`config.mk`:
```
export PLATFORM = sky130hd
export DESIGN_NAME = pvdc_top
export DESIGN_NICKNAME = d
export VERILOG_FILES = /design/src/verilog/pvdc_top.v
export VERILOG_INCLUDE_DIRS = /design/src /design/src/verilog
export SDC_FILE = /design/constraint.sdc
export NUM_CORES = 1
export LEC_CHECK = 0
export CORE_UTILIZATION = 40
export CTS_CLUSTER_DIAMETER = 30
export CTS_CLUSTER_SIZE = 40
export DETAILED_ROUTE_END_ITERATION = 8
export DONT_BUFFER_PORTS = 1
export REMOVE_ABC_BUFFERS = 1
export SYNTH_ARGS = -nofsm -noshare
export SYNTH_HDL_FRONTEND = slang
export SYNTH_SLANG_ARGS = --single-unit
export TNS_END_PERCENT = 1
```
`constraint.sdc`:
```
create_clock -name clock -period 10.75 [get_ports clock]
set_input_delay 0.5375 -clock clock [delete_from_list [all_inputs] [get_ports clock]]
set_output_delay 0.5375 -clock clock [all_outputs]
set_load 0.005 [all_outputs]
```
`src/verilog/pvdc_defs.vh`:
```
// Operation
// - Three modes: local, PC tool, remote
// - Mode set by tool or fieldbus object
// - Presets arrive as 10-bit conversions
// - Voltage unipolar; bipolar on two-solenoid only
// - Current range 0-20 or 4-20 mA
// - Cablebreak checked only on 4-20 mA, enabled
// - Cablebreak disables or fixes current, flags error
// - Detection takes about 100 ms
// - No current while not enabled
// - Tool may force enable
// - Two outputs, 1000 Hz PWM with dither
// - Status output: error, ready, 0, 1
// - Error latched until disable then enable
// - Default error setting, closed on error
// - Ready setting closes only without error
// - One-solenoid: 0-100% to A min-max
// - Two-solenoid unipolar split at 50%
// - Bipolar: negative to B, positive to A
// - Independent presets drive A and B
// - Mode change only while disabled
// - Over 90 C: error, block outputs
`ifndef PVDC_DEFS_VH
`define PVDC_DEFS_VH
// Register byte offsets
`define PVDC_REG_CTRL    12'h000
`define PVDC_REG_CFG     12'h004
`define PVDC_REG_IMIN    12'h008
`define PVDC_REG_IMAX    12'h00C
`define PVDC_REG_STATUS  12'h010
`define PVDC_REG_PRESET  12'h014
`define PVDC_REG_DUTY    12'h018
// CTRL fields
`define PVDC_CTRL_TOOLMODE 0
`define PVDC_CTRL_LOCAL    1
`define PVDC_CTRL_FORCEEN  2
`define PVDC_CTRL_TOOLEN   3
// CFG fields
`define PVDC_CFG_MAP_LO    0
`define PVDC_CFG_BIPOLAR   2
`define PVDC_CFG_CURRENT   3
`define PVDC_CFG_LIVEZERO  4
`define PVDC_CFG_CBEN      5
`define PVDC_CFG_CBFIX     6
`define PVDC_CFG_DOUT_LO   7
`define PVDC_CFG_TWOSOL    9
`define PVDC_CFG_FIX_LO    16
// Modes of operation
`define PVDC_MAP_UNI1      2'h0
`define PVDC_MAP_UNI2      2'h1
`define PVDC_MAP_BIP       2'h2
`define PVDC_MAP_INDEP     2'h3
// Status output settings
`define PVDC_DOUT_ERROR    2'h0
`define PVDC_DOUT_READY    2'h1
`define PVDC_DOUT_ZERO     2'h2
`define PVDC_DOUT_ONE      2'h3
// Reset values
`define PVDC_CFG_RST       32'h0000_0000
`define PVDC_IMIN_RST      10'h000
`define PVDC_IMAX_RST      10'h3FF
// Timing
`define PVDC_CLK_HZ        100000000
`define PVDC_PWM_HZ        1000
`define PVDC_PWM_CYC       (`PVDC_CLK_HZ / `PVDC_PWM_HZ)
`define PVDC_CB_MS         100
`define PVDC_CB_CYC        (`PVDC_CLK_HZ / 1000 * `PVDC_CB_MS)
// 4 mA point of a 0-20 mA code: 1023/5
`define PVDC_LIVEZERO_CODE 10'h0CC
`define PVDC_CB_CODE       10'h066
`define PVDC_TEMP_LIMIT    8'h5A
`endif

```
`src/verilog/pvdc_top.v`:
```
`timescale 1ns/1ps
`include "pvdc_defs.vh"
module pvdc_top #(
    parameter PWM_CYC = `PVDC_PWM_CYC,
    parameter CB_CYC  = `PVDC_CB_CYC
) (
    // Clock and reset
    input  wire        clock,
    input  wire        resetn,
    // APB slave
    input  wire        psel,
    input  wire        penable,
    input  wire        pwrite,
    input  wire [11:0] paddr,
    input  wire [31:0] pwdata,
    output reg  [31:0] prdata,
    output reg         pready,
    output reg         pslverr,
    // Converted presets, temperature, enable pin
    input  wire [9:0]  preset1,
    input  wire [9:0]  preset2,
    input  wire [7:0]  tempC,
    input  wire        enableIn,
    // Fieldbus local-operation object write
    input  wire        busLocalWr,
    input  wire        busLocalVal,
    // Outputs
    output reg         pwmA_r,
    output reg         pwmB_r,
    output reg         statusSwitch_r,
    output reg  [1:0]  opMode_r
);
    localparam MODE_LOCAL  = 2'h1;
    localparam MODE_TOOL   = 2'h2;
    localparam MODE_REMOTE = 2'h0;
    localparam ST_DIS = 2'b01;
    localparam ST_ACT = 2'b10;

    // Software-visible registers
    reg [3:0]  ctrl_r;
    reg [31:0] cfg_r;
    reg [9:0]  iMin_r;
    reg [9:0]  iMax_r;
    // Enable state and latched errors
    reg [1:0]  state_r;
    reg        err_r;
    reg        cbErr_r;
    reg        tempErr_r;
    // Cablebreak filter and PWM timing
    reg [26:0] cbCnt_r;
    reg [16:0] pwmCnt_r;
    reg [4:0]  dither_r;
    // Setpoints and mapping scratch
    reg [9:0]  setA_r;
    reg [9:0]  setB_r;
    reg [9:0]  dutyA;
    reg [9:0]  dutyB;
    reg [10:0] posA;
    reg [10:0] posB;
    reg [9:0]  fixCur;
    reg [31:0] rdNext;
    // Duty compare results, registered below
    wire       pwmOnA;
    wire       pwmOnB;

    wire [1:0] mapMode  = cfg_r[`PVDC_CFG_MAP_LO+1:`PVDC_CFG_MAP_LO];
    wire [1:0] doutMode = cfg_r[`PVDC_CFG_DOUT_LO+1:`PVDC_CFG_DOUT_LO];
    wire       twoSol   = cfg_r[`PVDC_CFG_TWOSOL];
    wire       liveZero = cfg_r[`PVDC_CFG_CURRENT] & cfg_r[`PVDC_CFG_LIVEZERO];
    wire       apbWr    = psel & penable & pwrite & pready;
    wire       apbAcc   = psel & penable & pready;
    // Enable source: pin in local mode, tool flag otherwise, or forced
    wire       enReq    = ctrl_r[`PVDC_CTRL_FORCEEN] |
                          ((opMode_r == MODE_LOCAL) ? enableIn : ctrl_r[`PVDC_CTRL_TOOLEN]);
    wire       active   = (state_r == ST_ACT);
    wire       cbWatch  = liveZero & cfg_r[`PVDC_CFG_CBEN];

    // Linear map of one preset onto min..max current
    function [9:0] lerp;
        input [9:0] pos;
        input [9:0] lo;
        input [9:0] hi;
        reg   [20:0] prod;
        begin
            prod = {11'h000, pos} * ({1'b0, hi} - {1'b0, lo});
            lerp = lo + prod[19:10];
        end
    endfunction

    // Preset scaled to 0..1023 over its span, live zero removed
    function [9:0] span;
        input [9:0] raw;
        input       lz;
        reg   [19:0] p;
        begin
            p = 20'h00000;
            if (!lz) begin
                span = raw;
            end else if (raw <= `PVDC_LIVEZERO_CODE) begin
                span = 10'h000;
            end else begin
                // Span above live zero stretched by 5/4 to full scale
                p    = {10'h000, raw - `PVDC_LIVEZERO_CODE} * 20'h00500;
                span = (p[19:10] > 10'h3FF) ? 10'h3FF : p[19:10];
            end
        end
    endfunction

    // APB: zero wait state, unmapped address answers with error
    always @(posedge clock) begin
        if (!resetn) begin
            pready  <= 1'b0;
            pslverr <= 1'b0;
            prdata  <= 32'h0000_0000;
        end else begin
            pready  <= psel & ~penable;
            pslverr <= 1'b0;
            // Setup cycle loads read data and the error answer
            if (psel & ~penable) begin
                prdata <= rdNext;
                pslverr <= (paddr > `PVDC_REG_DUTY) | (paddr[1:0] != 2'h0);
            end
        end
    end

    // Read mux
    always @* begin
        case (paddr)
            `PVDC_REG_CTRL:   rdNext = {28'h0, ctrl_r};
            `PVDC_REG_CFG:    rdNext = cfg_r;
            `PVDC_REG_IMIN:   rdNext = {22'h0, iMin_r};
            `PVDC_REG_IMAX:   rdNext = {22'h0, iMax_r};
            `PVDC_REG_STATUS: rdNext = {24'h0, tempErr_r, cbErr_r, err_r, active,
                                        statusSwitch_r, 1'b0, opMode_r};
            `PVDC_REG_PRESET: rdNext = {6'h0, preset2, 6'h0, preset1};
            `PVDC_REG_DUTY:   rdNext = {6'h0, setB_r, 6'h0, setA_r};
            default:          rdNext = 32'h0000_0000;
        endcase
    end

    // Register writes; mode and configuration locked while active
    always @(posedge clock) begin
        if (!resetn) begin
            ctrl_r   <= 4'h0;
            cfg_r    <= `PVDC_CFG_RST;
            iMin_r   <= `PVDC_IMIN_RST;
            iMax_r   <= `PVDC_IMAX_RST;
            opMode_r <= MODE_LOCAL;
        end else begin
            if (apbWr && paddr == `PVDC_REG_CTRL) begin
                // Mode command bits self-clear; only the enables are kept
                ctrl_r <= {pwdata[3:2], 2'b00};
                if (!active && pwdata[`PVDC_CTRL_TOOLMODE])
                    opMode_r <= MODE_TOOL;
                else if (!active && pwdata[`PVDC_CTRL_LOCAL])
                    opMode_r <= MODE_LOCAL;
            end else if (busLocalWr && !active) begin
                opMode_r <= busLocalVal ? MODE_LOCAL : MODE_REMOTE;
            end
            if (apbWr && paddr == `PVDC_REG_CFG && !active) begin
                cfg_r <= pwdata;
                // Bipolar only on two-solenoid build
                if (!pwdata[`PVDC_CFG_TWOSOL]) begin
                    cfg_r[`PVDC_CFG_BIPOLAR] <= 1'b0;
                    cfg_r[`PVDC_CFG_MAP_LO+1:`PVDC_CFG_MAP_LO] <= `PVDC_MAP_UNI1;
                end
            end
            if (apbWr && paddr == `PVDC_REG_IMIN)
                iMin_r <= pwdata[9:0];
            if (apbWr && paddr == `PVDC_REG_IMAX)
                iMax_r <= pwdata[9:0];
        end
    end

    // Disabled / active state
    always @(posedge clock) begin
        if (!resetn) begin
            state_r <= ST_DIS;
        end else begin
            case (state_r)
                ST_DIS:  if (enReq) state_r <= ST_ACT;
                ST_ACT:  if (!enReq) state_r <= ST_DIS;
                default: state_r <= ST_DIS;
            endcase
        end
    end

    // Cablebreak filter and latched errors
    always @(posedge clock) begin
        if (!resetn) begin
            cbCnt_r   <= 27'h0;
            cbErr_r   <= 1'b0;
            tempErr_r <= 1'b0;
            err_r     <= 1'b0;
        end else begin
            // Counter saturates so a lasting break keeps the flag set
            if (cbWatch && preset2 < `PVDC_CB_CODE) begin
                if (cbCnt_r < CB_CYC[26:0] - 27'h1)
                    cbCnt_r <= cbCnt_r + 27'h1;
            end else begin
                cbCnt_r <= 27'h0;
            end
            // Set wins over the disable clear
            if (!enReq && !active) begin
                cbErr_r   <= 1'b0;
                tempErr_r <= 1'b0;
            end
            if (cbWatch && cbCnt_r == CB_CYC[26:0] - 27'h1)
                cbErr_r <= 1'b1;
            if (tempC > `PVDC_TEMP_LIMIT)
                tempErr_r <= 1'b1;
            err_r <= cbErr_r | tempErr_r;
        end
    end

    // Setpoint mapping per mode of operation
    always @* begin
        posA   = 11'h000;
        posB   = 11'h000;
        fixCur = cfg_r[`PVDC_CFG_FIX_LO+9:`PVDC_CFG_FIX_LO];
        case (mapMode)
            `PVDC_MAP_UNI1: begin
                posA = {1'b0, span(cfg_r[`PVDC_CFG_CURRENT] ? preset2 : preset1, liveZero)};
            end
            `PVDC_MAP_UNI2: begin
                posA = {1'b0, span(cfg_r[`PVDC_CFG_CURRENT] ? preset2 : preset1, liveZero)};
                if (posA[9]) begin
                    // Upper half: A rises from minimum to full scale
                    posA = {1'b0, posA[8:0], 1'b1};
                    posB = 11'h000;
                end else begin
                    // Lower half: B falls from full scale to minimum
                    posB = {1'b0, ~posA[8:0], 1'b1};
                    posA = 11'h000;
                end
            end
            `PVDC_MAP_BIP: begin
                // Signed preset: bit 9 is sign, two's complement
                if (preset1[9]) begin
                    // Inverse of a negative code is its magnitude less one
                    posB = {1'b0, ~preset1[8:0], 1'b1};
                end else begin
                    posA = {1'b0, preset1[8:0], preset1[8]};
                end
            end
            `PVDC_MAP_INDEP: begin
                posA = {1'b0, span(preset1, 1'b0)};
                posB = {1'b0, span(preset2, liveZero)};
            end
            default: begin
                posA = 11'h000;
            end
        endcase
        dutyA = (posA == 11'h000) ? 10'h000 : lerp(posA[9:0], iMin_r, iMax_r);
        dutyB = (posB == 11'h000) ? 10'h000 : lerp(posB[9:0], iMin_r, iMax_r);
        if (!twoSol)
            dutyB = 10'h000;
    end

    // Setpoint register with enable, error and cablebreak gating
    always @(posedge clock) begin
        if (!resetn) begin
            setA_r <= 10'h000;
            setB_r <= 10'h000;
        end else if (!active || tempErr_r) begin
            setA_r <= 10'h000;
            setB_r <= 10'h000;
        end else if (cbErr_r) begin
            setA_r <= cfg_r[`PVDC_CFG_CBFIX] ? fixCur : 10'h000;
            setB_r <= (cfg_r[`PVDC_CFG_CBFIX] && twoSol) ? fixCur : 10'h000;
        end else begin
            setA_r <= dutyA;
            setB_r <= dutyB;
        end
    end

    // One duty compare per solenoid channel
    pvdc_pwm_cmp #(
        .PWM_CYC  (PWM_CYC)
    ) i_pvdc_pwm_cmp_a (
        .pwmCnt   (pwmCnt_r),
        .ditherHi (dither_r[4]),
        .setpoint (setA_r),
        .pwmOn    (pwmOnA)
    );

    pvdc_pwm_cmp #(
        .PWM_CYC  (PWM_CYC)
    ) i_pvdc_pwm_cmp_b (
        .pwmCnt   (pwmCnt_r),
        .ditherHi (dither_r[4]),
        .setpoint (setB_r),
        .pwmOn    (pwmOnB)
    );

    // 1000 Hz PWM, dither steps each period
    always @(posedge clock) begin
        if (!resetn) begin
            pwmCnt_r <= 17'h0;
            dither_r <= 5'h00;
            pwmA_r   <= 1'b0;
            pwmB_r   <= 1'b0;
        end else begin
            if (pwmCnt_r == PWM_CYC[16:0] - 17'h1) begin
                pwmCnt_r <= 17'h0;
                dither_r <= dither_r + 5'h01;
            end else begin
                pwmCnt_r <= pwmCnt_r + 17'h1;
            end
            pwmA_r <= pwmOnA;
            pwmB_r <= pwmOnB;
        end
    end

    // Low-side switch: high means closed to ground
    always @(posedge clock) begin
        if (!resetn) begin
            statusSwitch_r <= 1'b0;
        end else begin
            case (doutMode)
                `PVDC_DOUT_ERROR: statusSwitch_r <= err_r;
                `PVDC_DOUT_READY: statusSwitch_r <= ~err_r;
                `PVDC_DOUT_ZERO:  statusSwitch_r <= 1'b0;
                `PVDC_DOUT_ONE:   statusSwitch_r <= 1'b1;
                default:          statusSwitch_r <= err_r;
            endcase
        end
    end
endmodule // pvdc_top

// Duty compare of one channel against the shared period counter
module pvdc_pwm_cmp #(
    parameter PWM_CYC = `PVDC_PWM_CYC
) (
    // Shared period counter and dither phase
    input  wire [16:0] pwmCnt,
    input  wire        ditherHi,
    // Channel setpoint, 1/1024 of a period per code
    input  wire [9:0]  setpoint,
    // Compare result, registered by the caller
    output wire        pwmOn
);
    wire [10:0] level;
    wire [27:0] scaled;
    wire [16:0] threshold;

    // Dither lifts the level by eight codes for 16 periods out of every 32
    assign level     = {1'b0, setpoint} + (ditherHi ? 11'h000 : 11'h008);
    // Scale to the period; wide product so full scale never wraps
    assign scaled    = {17'h00000, level} * {11'h000, PWM_CYC[16:0]};
    assign threshold = scaled[26:10];
    // Zero setpoint means no current at all, dither or not
    assign pwmOn     = (setpoint != 10'h000) && (pwmCnt < threshold);
endmodule // pvdc_pwm_cmp

```
# Yosys cells after proc, flatten, opt, wreduce, memory -nomap -nowiden
# Index checks and enable logic that the tools add are counted.
# totals
ff_bits	167
output_inout_bits	39
word_cells	151
# op_classes
add_sub_neg	10
n_mul	6
order_cmp	10
eq_ne	20
mux	37
bitwise	14
n_reduce_logical	34
# op_table
op	count
$pmux W32 S7	1
$mux W10	19
$mul A11 B12 Y22 const B	2
$pmux W11 S4	1
$eq A12 B5 Y1 const B	3
$lt A17 B17 Y1	2
$pmux W10 S3	1
$add A27 B1 Y27 const B	1
$eq A27 B24 Y1 const B	1
$lt A27 B24 Y1 const B	1
$eq A12 B4 Y1 const B	2
$mul A10 B3 Y12 const B	2
$add A10 B11 Y11	2
$logic_not A11 Y1	2
$mul A10 B21 Y20	1
$add A10 B10 Y10	2
$gt A10 B10 Y1 const B	2
$le A10 B8 Y1 const B	2
$mul A11 B11 Y20	1
$reduce_bool A10 Y1	2
$sub A10 B8 Y10 const B	2
$not A9 Y9	2
$add A17 B1 Y17 const B	1
$eq A17 B17 Y1 const B	1
other kinds (27)	75

# Logic depth before layout (Yosys ltp)
# logic_depth
depth_word	16
depth_mapped	47

# Modules after synthesis
# Synthesis repeated with hierarchy kept, for this count alone.
# unflattened
cells_unflattened	2727
hier_area_um2	22851.9
# by_module_without_submodules
mod	instances	cells_each	area_per_inst_um2	seq_area_each_um2
pvdc_top	1	2069	17217.8	3343.2
pvdc_pwm_cmp at i_pvdc_pwm_cmp_b	1	342	2915.3	0.0
pvdc_pwm_cmp at i_pvdc_pwm_cmp_a	1	316	2718.9	0.0

# Least setup slack after synthesis
# Ideal clock, no wire load.
# synth_timing
kind	input port to flip-flop
from	in preset2[4]
to	reg setA_r[9]
setup_time_ns	0.122
arrival_time_ns	10.008
slack_ns	0.620
cell_stages	46
path_buffers	2
cell_sequence	clkbuf_1 mux2i_4 o211ai_4 and3_1 nor3_1 a21oi_1 ha_1 ha_1 o211ai_1 o211ai_1 a21boi_0 mux2_4 o21a_1 o21ai_1 o221a_2 clkbuf_1 nor2_1 fa_1 [10 not listed] a21o_1 a221o_1 a31o_1 and2_4 o21a_1 nor2_1 ha_1 a21o_1 a21o_1 a21o_1 a21o_1 a21oi_1 o21ai_0 xnor2_1 a41oi_1 a2bb2oi_1 a41oi_2 nand3_1
# synth_between
elab_chain_cells	14
elab_cells_between_ends	16
cone_classes	add/sub: 2; mul: 2; order compare: 2; mux: 9; reduce/logical: 1
# synth_rtl
element	line	source
start: declaration	pvdc_top.v:21	input wire [9:0] preset2,
$mux W10 *	pvdc_top.v:223, pvdc_top.v:226	
$sub A10 B8 Y10 (no line)	-	
$mul A10 B3 Y12	pvdc_top.v:103	p = {10'h000, raw - `PVDC_LIVEZERO_CODE} * 20'h00500;
$gt A10 B10 Y1	pvdc_top.v:104	span = (p[19:10] > 10'h3FF) ? 10'h3FF : p[19:10];
$mux W10	pvdc_top.v:104	
$mux W10	pvdc_top.v:99	end else if (raw <= `PVDC_LIVEZERO_CODE) begin
$mux W10 *	pvdc_top.v:97	if (!lz) begin
$mux W10	pvdc_top.v:221	case (mapMode)
$mux W10	pvdc_top.v:227	if (posA[9]) begin
$pmux W11 S4 *	pvdc_top.v:221	
$mul A10 B21 Y20	pvdc_top.v:85	prod = {11'h000, pos} * ({1'b0, hi} - {1'b0, lo});
$add A10 B10 Y10	pvdc_top.v:86	lerp = lo + prod[19:10];
$mux W10 *	pvdc_top.v:254	dutyA = (posA == 11'h000) ? 10'h000 : lerp(posA[9:0], iMin_r, iMax_r);
$mux W10 *	pvdc_top.v:268	end else if (cbErr_r) begin
end signal: assignment	pvdc_top.v:269	setA_r <= cfg_r[`PVDC_CFG_CBFIX] ? fixCur : 10'h000;
end signal: assignment	pvdc_top.v:272	setA_r <= dutyA;
end: declaration	pvdc_top.v:54	reg [9:0] setA_r;
# Mark *: on every way between the ends. The rest lies on a longest branch, timed or not. The select of a mux whose other input is x is not followed.
# A chain may end at the register's enable or synchronous reset.

# Worst setup path in the final report
# layout_timing
from	reg cfg_r[3]
to	reg setA_r[9]
# layout_between
elab_chain_cells	14
elab_cells_between_ends	17
cone_classes	add/sub: 2; mul: 2; order compare: 2; mux: 9; bitwise: 1; reduce/logical: 1
# layout_rtl
element	line	source
start: declaration	pvdc_top.v:41	reg [31:0] cfg_r;
start signal: assignment	pvdc_top.v:145	cfg_r <= `PVDC_CFG_RST;
start signal: assignment	pvdc_top.v:161	cfg_r <= pwdata;
start signal: indexed assignment	pvdc_top.v:165	cfg_r[`PVDC_CFG_MAP_LO+1:`PVDC_CFG_MAP_LO] <= `PVDC_MAP_UNI1;
$mux W10	pvdc_top.v:223, pvdc_top.v:226	
$sub A10 B8 Y10 (no line)	-	
$mul A10 B3 Y12	pvdc_top.v:103	
$gt A10 B10 Y1	pvdc_top.v:104	
$mux W10	pvdc_top.v:104	
$mux W10	pvdc_top.v:99	
$mux W10 *	pvdc_top.v:97	
$mux W10	pvdc_top.v:221	
$mux W10	pvdc_top.v:227	
$pmux W11 S4 *	pvdc_top.v:221	
$mul A10 B21 Y20	pvdc_top.v:85	
$add A10 B10 Y10	pvdc_top.v:86	
$mux W10 *	pvdc_top.v:254	
$mux W10 *	pvdc_top.v:268	
# Marks and branches as above.

==> out/qor.txt <==
Routability congestion estimate - 0.9393
Full die area - 57760 µm²
Leakage - 11.95 nW
#FFs+latches synth - 167
Synth cell count leaders - inv_1 (369), ha_1 (340), nand2_1 (304)
Fmax - 96.63 MHz
Hold Worst Slack - 199.2 ps
DRC - 0
Status - finished, final reports clean
Worst rel slew slack - 9.480%
Total core area - 55630 µm²
Clock Path Buffers - 2
Post-synthesis cell area - 22720 µm²
Routed Antenna Nets - 0
Vias - 19030
Synth area leaders - fa_1 (19%), ha_1 (19%), dfxtp_1 (15%)
Num CTS Buffers - 17
N_diodes - 0
Area share of the largest cell type after synthesis - 18.86%
Asr flop ratio synth - 0%
Post-synthesis cell type count - 93
Layout Utilization - 44.61%
Max Cap Violations - 0
Number of synthesized flops with an enable pin - 0
Worst slew pin tran - 1347 ps
Reg-to-Reg End - setA_r[9]$_SDFF_PP0_
CP max FO - 7
Port bufs - 0
Pint - 1.911 mW
Seq/Total Area, Yosys - 14.72%
CP Data Required Time - 11100 ps
Placed inst area - 23820 µm²
GR Util met3 - 5.270%
Mean Syn Cell Area - 8.427 µm²
GR Util All Layers - 23.38%
DR WL/cell - 19.28 µm
Most frequent CP cell - fa_1
Hold Path Depth - 2
CP max stage delay - 560 ps
Via density - 5.493
Fin area - 24820 µm²
CTS sink count - 167
1st-pass router iterations - 8
Worst VDD drop - 0.1972 mV
IO Pins - 119
Most common cell in the synthesized netlist - inv_1
Grt total ovfl - 0
Period utilization - 96.27%
Cells after synthesis - 2696
Row cnt - 86
Ys flop type - dfxtp_1
R2R Setup Slk - 400 ps
CP endpoint kind - register
Root buffer cell - clkbuf_16
Sw Share - 43.78%
Hold path start - pwdata[2]
Layout cells sized above 1 - 8.024%
GR Layer Usage met2 - 38.13%
Total Wirelength - 66.81 mm
Hold EP - iMax_r[2]$_SDFFE_PN1P_
RR Startpoint - cfg_r[3]$_SDFFE_PN0P_
Initial drt markers - 1465
Synth warn - 0
Post-DP HPWL - 54.36 mm
Initial Utilization - 40.84%
Initial antenna violation count - 2
Fillers - 5506
NetSw - 1.488 mW
Area delta synth->final - 9.230%
Worst-Skew Late Latency - 460 ps
Die width - 240.3 µm
CTS tree - done
Cell taking the most area after synthesis - fa_1
Reg2Reg Depth - 45
Seq pwr share - 18.7%
First-pass GRT wire length - 103.9 mm
Setup CP Type - register to register
Arrival @ worst endpoint - 10700 ps
Pre-CTS WS - -56.51 ps
Logic gate share of total power - 63.4%
Grt peak-use layer - met2
Die Span Y - 240.3 µm
Final slew viol count - 0
Power Dens Cells - 137.0 nW/µm²
Final setup fails - 0
Vias in the first global route - 18890
Clock network fraction of total power - 17.9%
Clock Skews - 17.68 ps
CP max-delay cell - fa_1
GR Util met1 - 31.21%
Startpoint Class - register
Final Hold Viols - 0
Minimum clock period - 10350 ps
Final Net Count - 3338
H-tree level count - 4
Final WS setup - 401.3 ps
Largest net degree at the start of global routing - 106
Fin Setup TNS - 0 ps
Worst hold path type - primary input to register
Worst-path clk slew - 80 ps
==> stage by stage <==
stage | std cells | total power [mW]
after floorplan | 2602 | 2.107
after global placement | 3416 | 2.553
after detailed placement | 3416 | 2.588
after CTS | 3448 | 3.213
after global routing | 3465 | 3.676
final | 3465 | 3.400
==> critical path: cells and delay by family (launching register included) <==
family	cells	cell delay, ps
muxes	2	620
buffers and inverters	6	750
and+or+nand+nor	8	1090
xor gates and xnor gates	1	220
adders and majority gates	9	3670
AOI/OAI and AO/OA	19	3520
DFF	1	380
==> layer usage <==
| layer | wire length [µm] | vias up |
|---|---|---|
| li1 | - | 9026 |
| met3 | 5671 | 103 |
| met4 | 1391 | 4 |
| met1 | 29360 | 9224 |
| met5 | 31 | - |
| met2 | 30350 | 676 |
==> registers in the layout, summed over array words and instances, names as in the netlist, 5 cells and up <==
register / count
prdata: 32
setA_r: 10
dither_r: 5
cfg_r: 32
cbCnt_r: 27
setB_r: 10
iMin_r: 10
pwmCnt_r: 17
iMax_r: 10
==> final cells by class <==
cell class | count | area, µm² | share of cell area, %
Multi-Input combinational cell | 2064 | 17890 | 72.10
Timing Repair Buffer | 83 | 674.4 | 2.718
Clock buffer | 18 | 439.2 | 1.770
Tap cell | 748 | 935.9 | 3.771
Sequential cell | 167 | 3347 | 13.49
Clock inverter | 14 | 135.1 | 0.5445
Inverter | 371 | 1393 | 5.612
==> worst max-delay path by stage <==
stage / from / end / slack [ps] / cells after the start
after floorplan: cfg_r[3]$_SDFFE_PN0P_ / setA_r[9]$_SDFF_PP0_ / -30 / 44
after global placement: cfg_r[3]$_SDFFE_PN0P_ / setA_r[9]$_SDFF_PP0_ / 220 / 46
after detailed placement: cfg_r[3]$_SDFFE_PN0P_ / setA_r[9]$_SDFF_PP0_ / -60 / 44
after CTS: cfg_r[3]$_SDFFE_PN0P_ / setA_r[9]$_SDFF_PP0_ / 10 / 46
after global routing: cfg_r[3]$_SDFFE_PN0P_ / setA_r[9]$_SDFF_PP0_ / -40 / 46
final: cfg_r[3]$_SDFFE_PN0P_ / setA_r[9]$_SDFF_PP0_ / 400 / 45
==> power by group through the flow <==
stage          Clock (mW)  Combinational, mW  Sequential, mW
3_5_place_dp            0               1.94           0.650
3_3_place_gp            0               1.90           0.649
5_1_grt             0.646               2.39           0.635
4_1_cts             0.618               1.96           0.635
2_1_floorplan           0               1.46           0.645
6_report            0.610               2.15           0.635
==> cell families after synthesis <==
group	Yosys count	share of synthesized area, %
compound gates	463	14.18
xor+xnor	174	6.741
fa+ha+maj	554	37.58
buf+inv	465	7.771
flops	167	14.72
mux	35	1.784
simple gates	838	17.23
==> layout by cell type (no fill, tap or decap), drive strengths merged, types with 12 or more instances in the layout <==
cell type	synthesis	routed
xnor2	96	96
nand2	305	305
buf	10	82
inv	369	376
nand3	62	62
or2	18	18
fa	214	214
nand4	19	19
nor3	37	37
a222oi	12	12
dfxtp	167	167
ha	340	340
o21ai	111	111
a21o	41	41
clkbuf	84	19
and3	23	23
a21boi	56	56
o21a	21	21
xor2	78	78
mux2i	30	30
a21oi	92	92
nand2b	24	24
nor4	16	16
nor2b	37	37
and2	41	41
nor2	212	212
==> what timing repair did <==
item	CTS	global route
pin swaps	0	35
hold endpoints to repair	0	0
buffers inserted	0	17
gates resized for setup	2	58
hold buffers	0	0
endpoints found under the setup margin	1	5
Note: power is estimated with default switching activity, not from simulation.
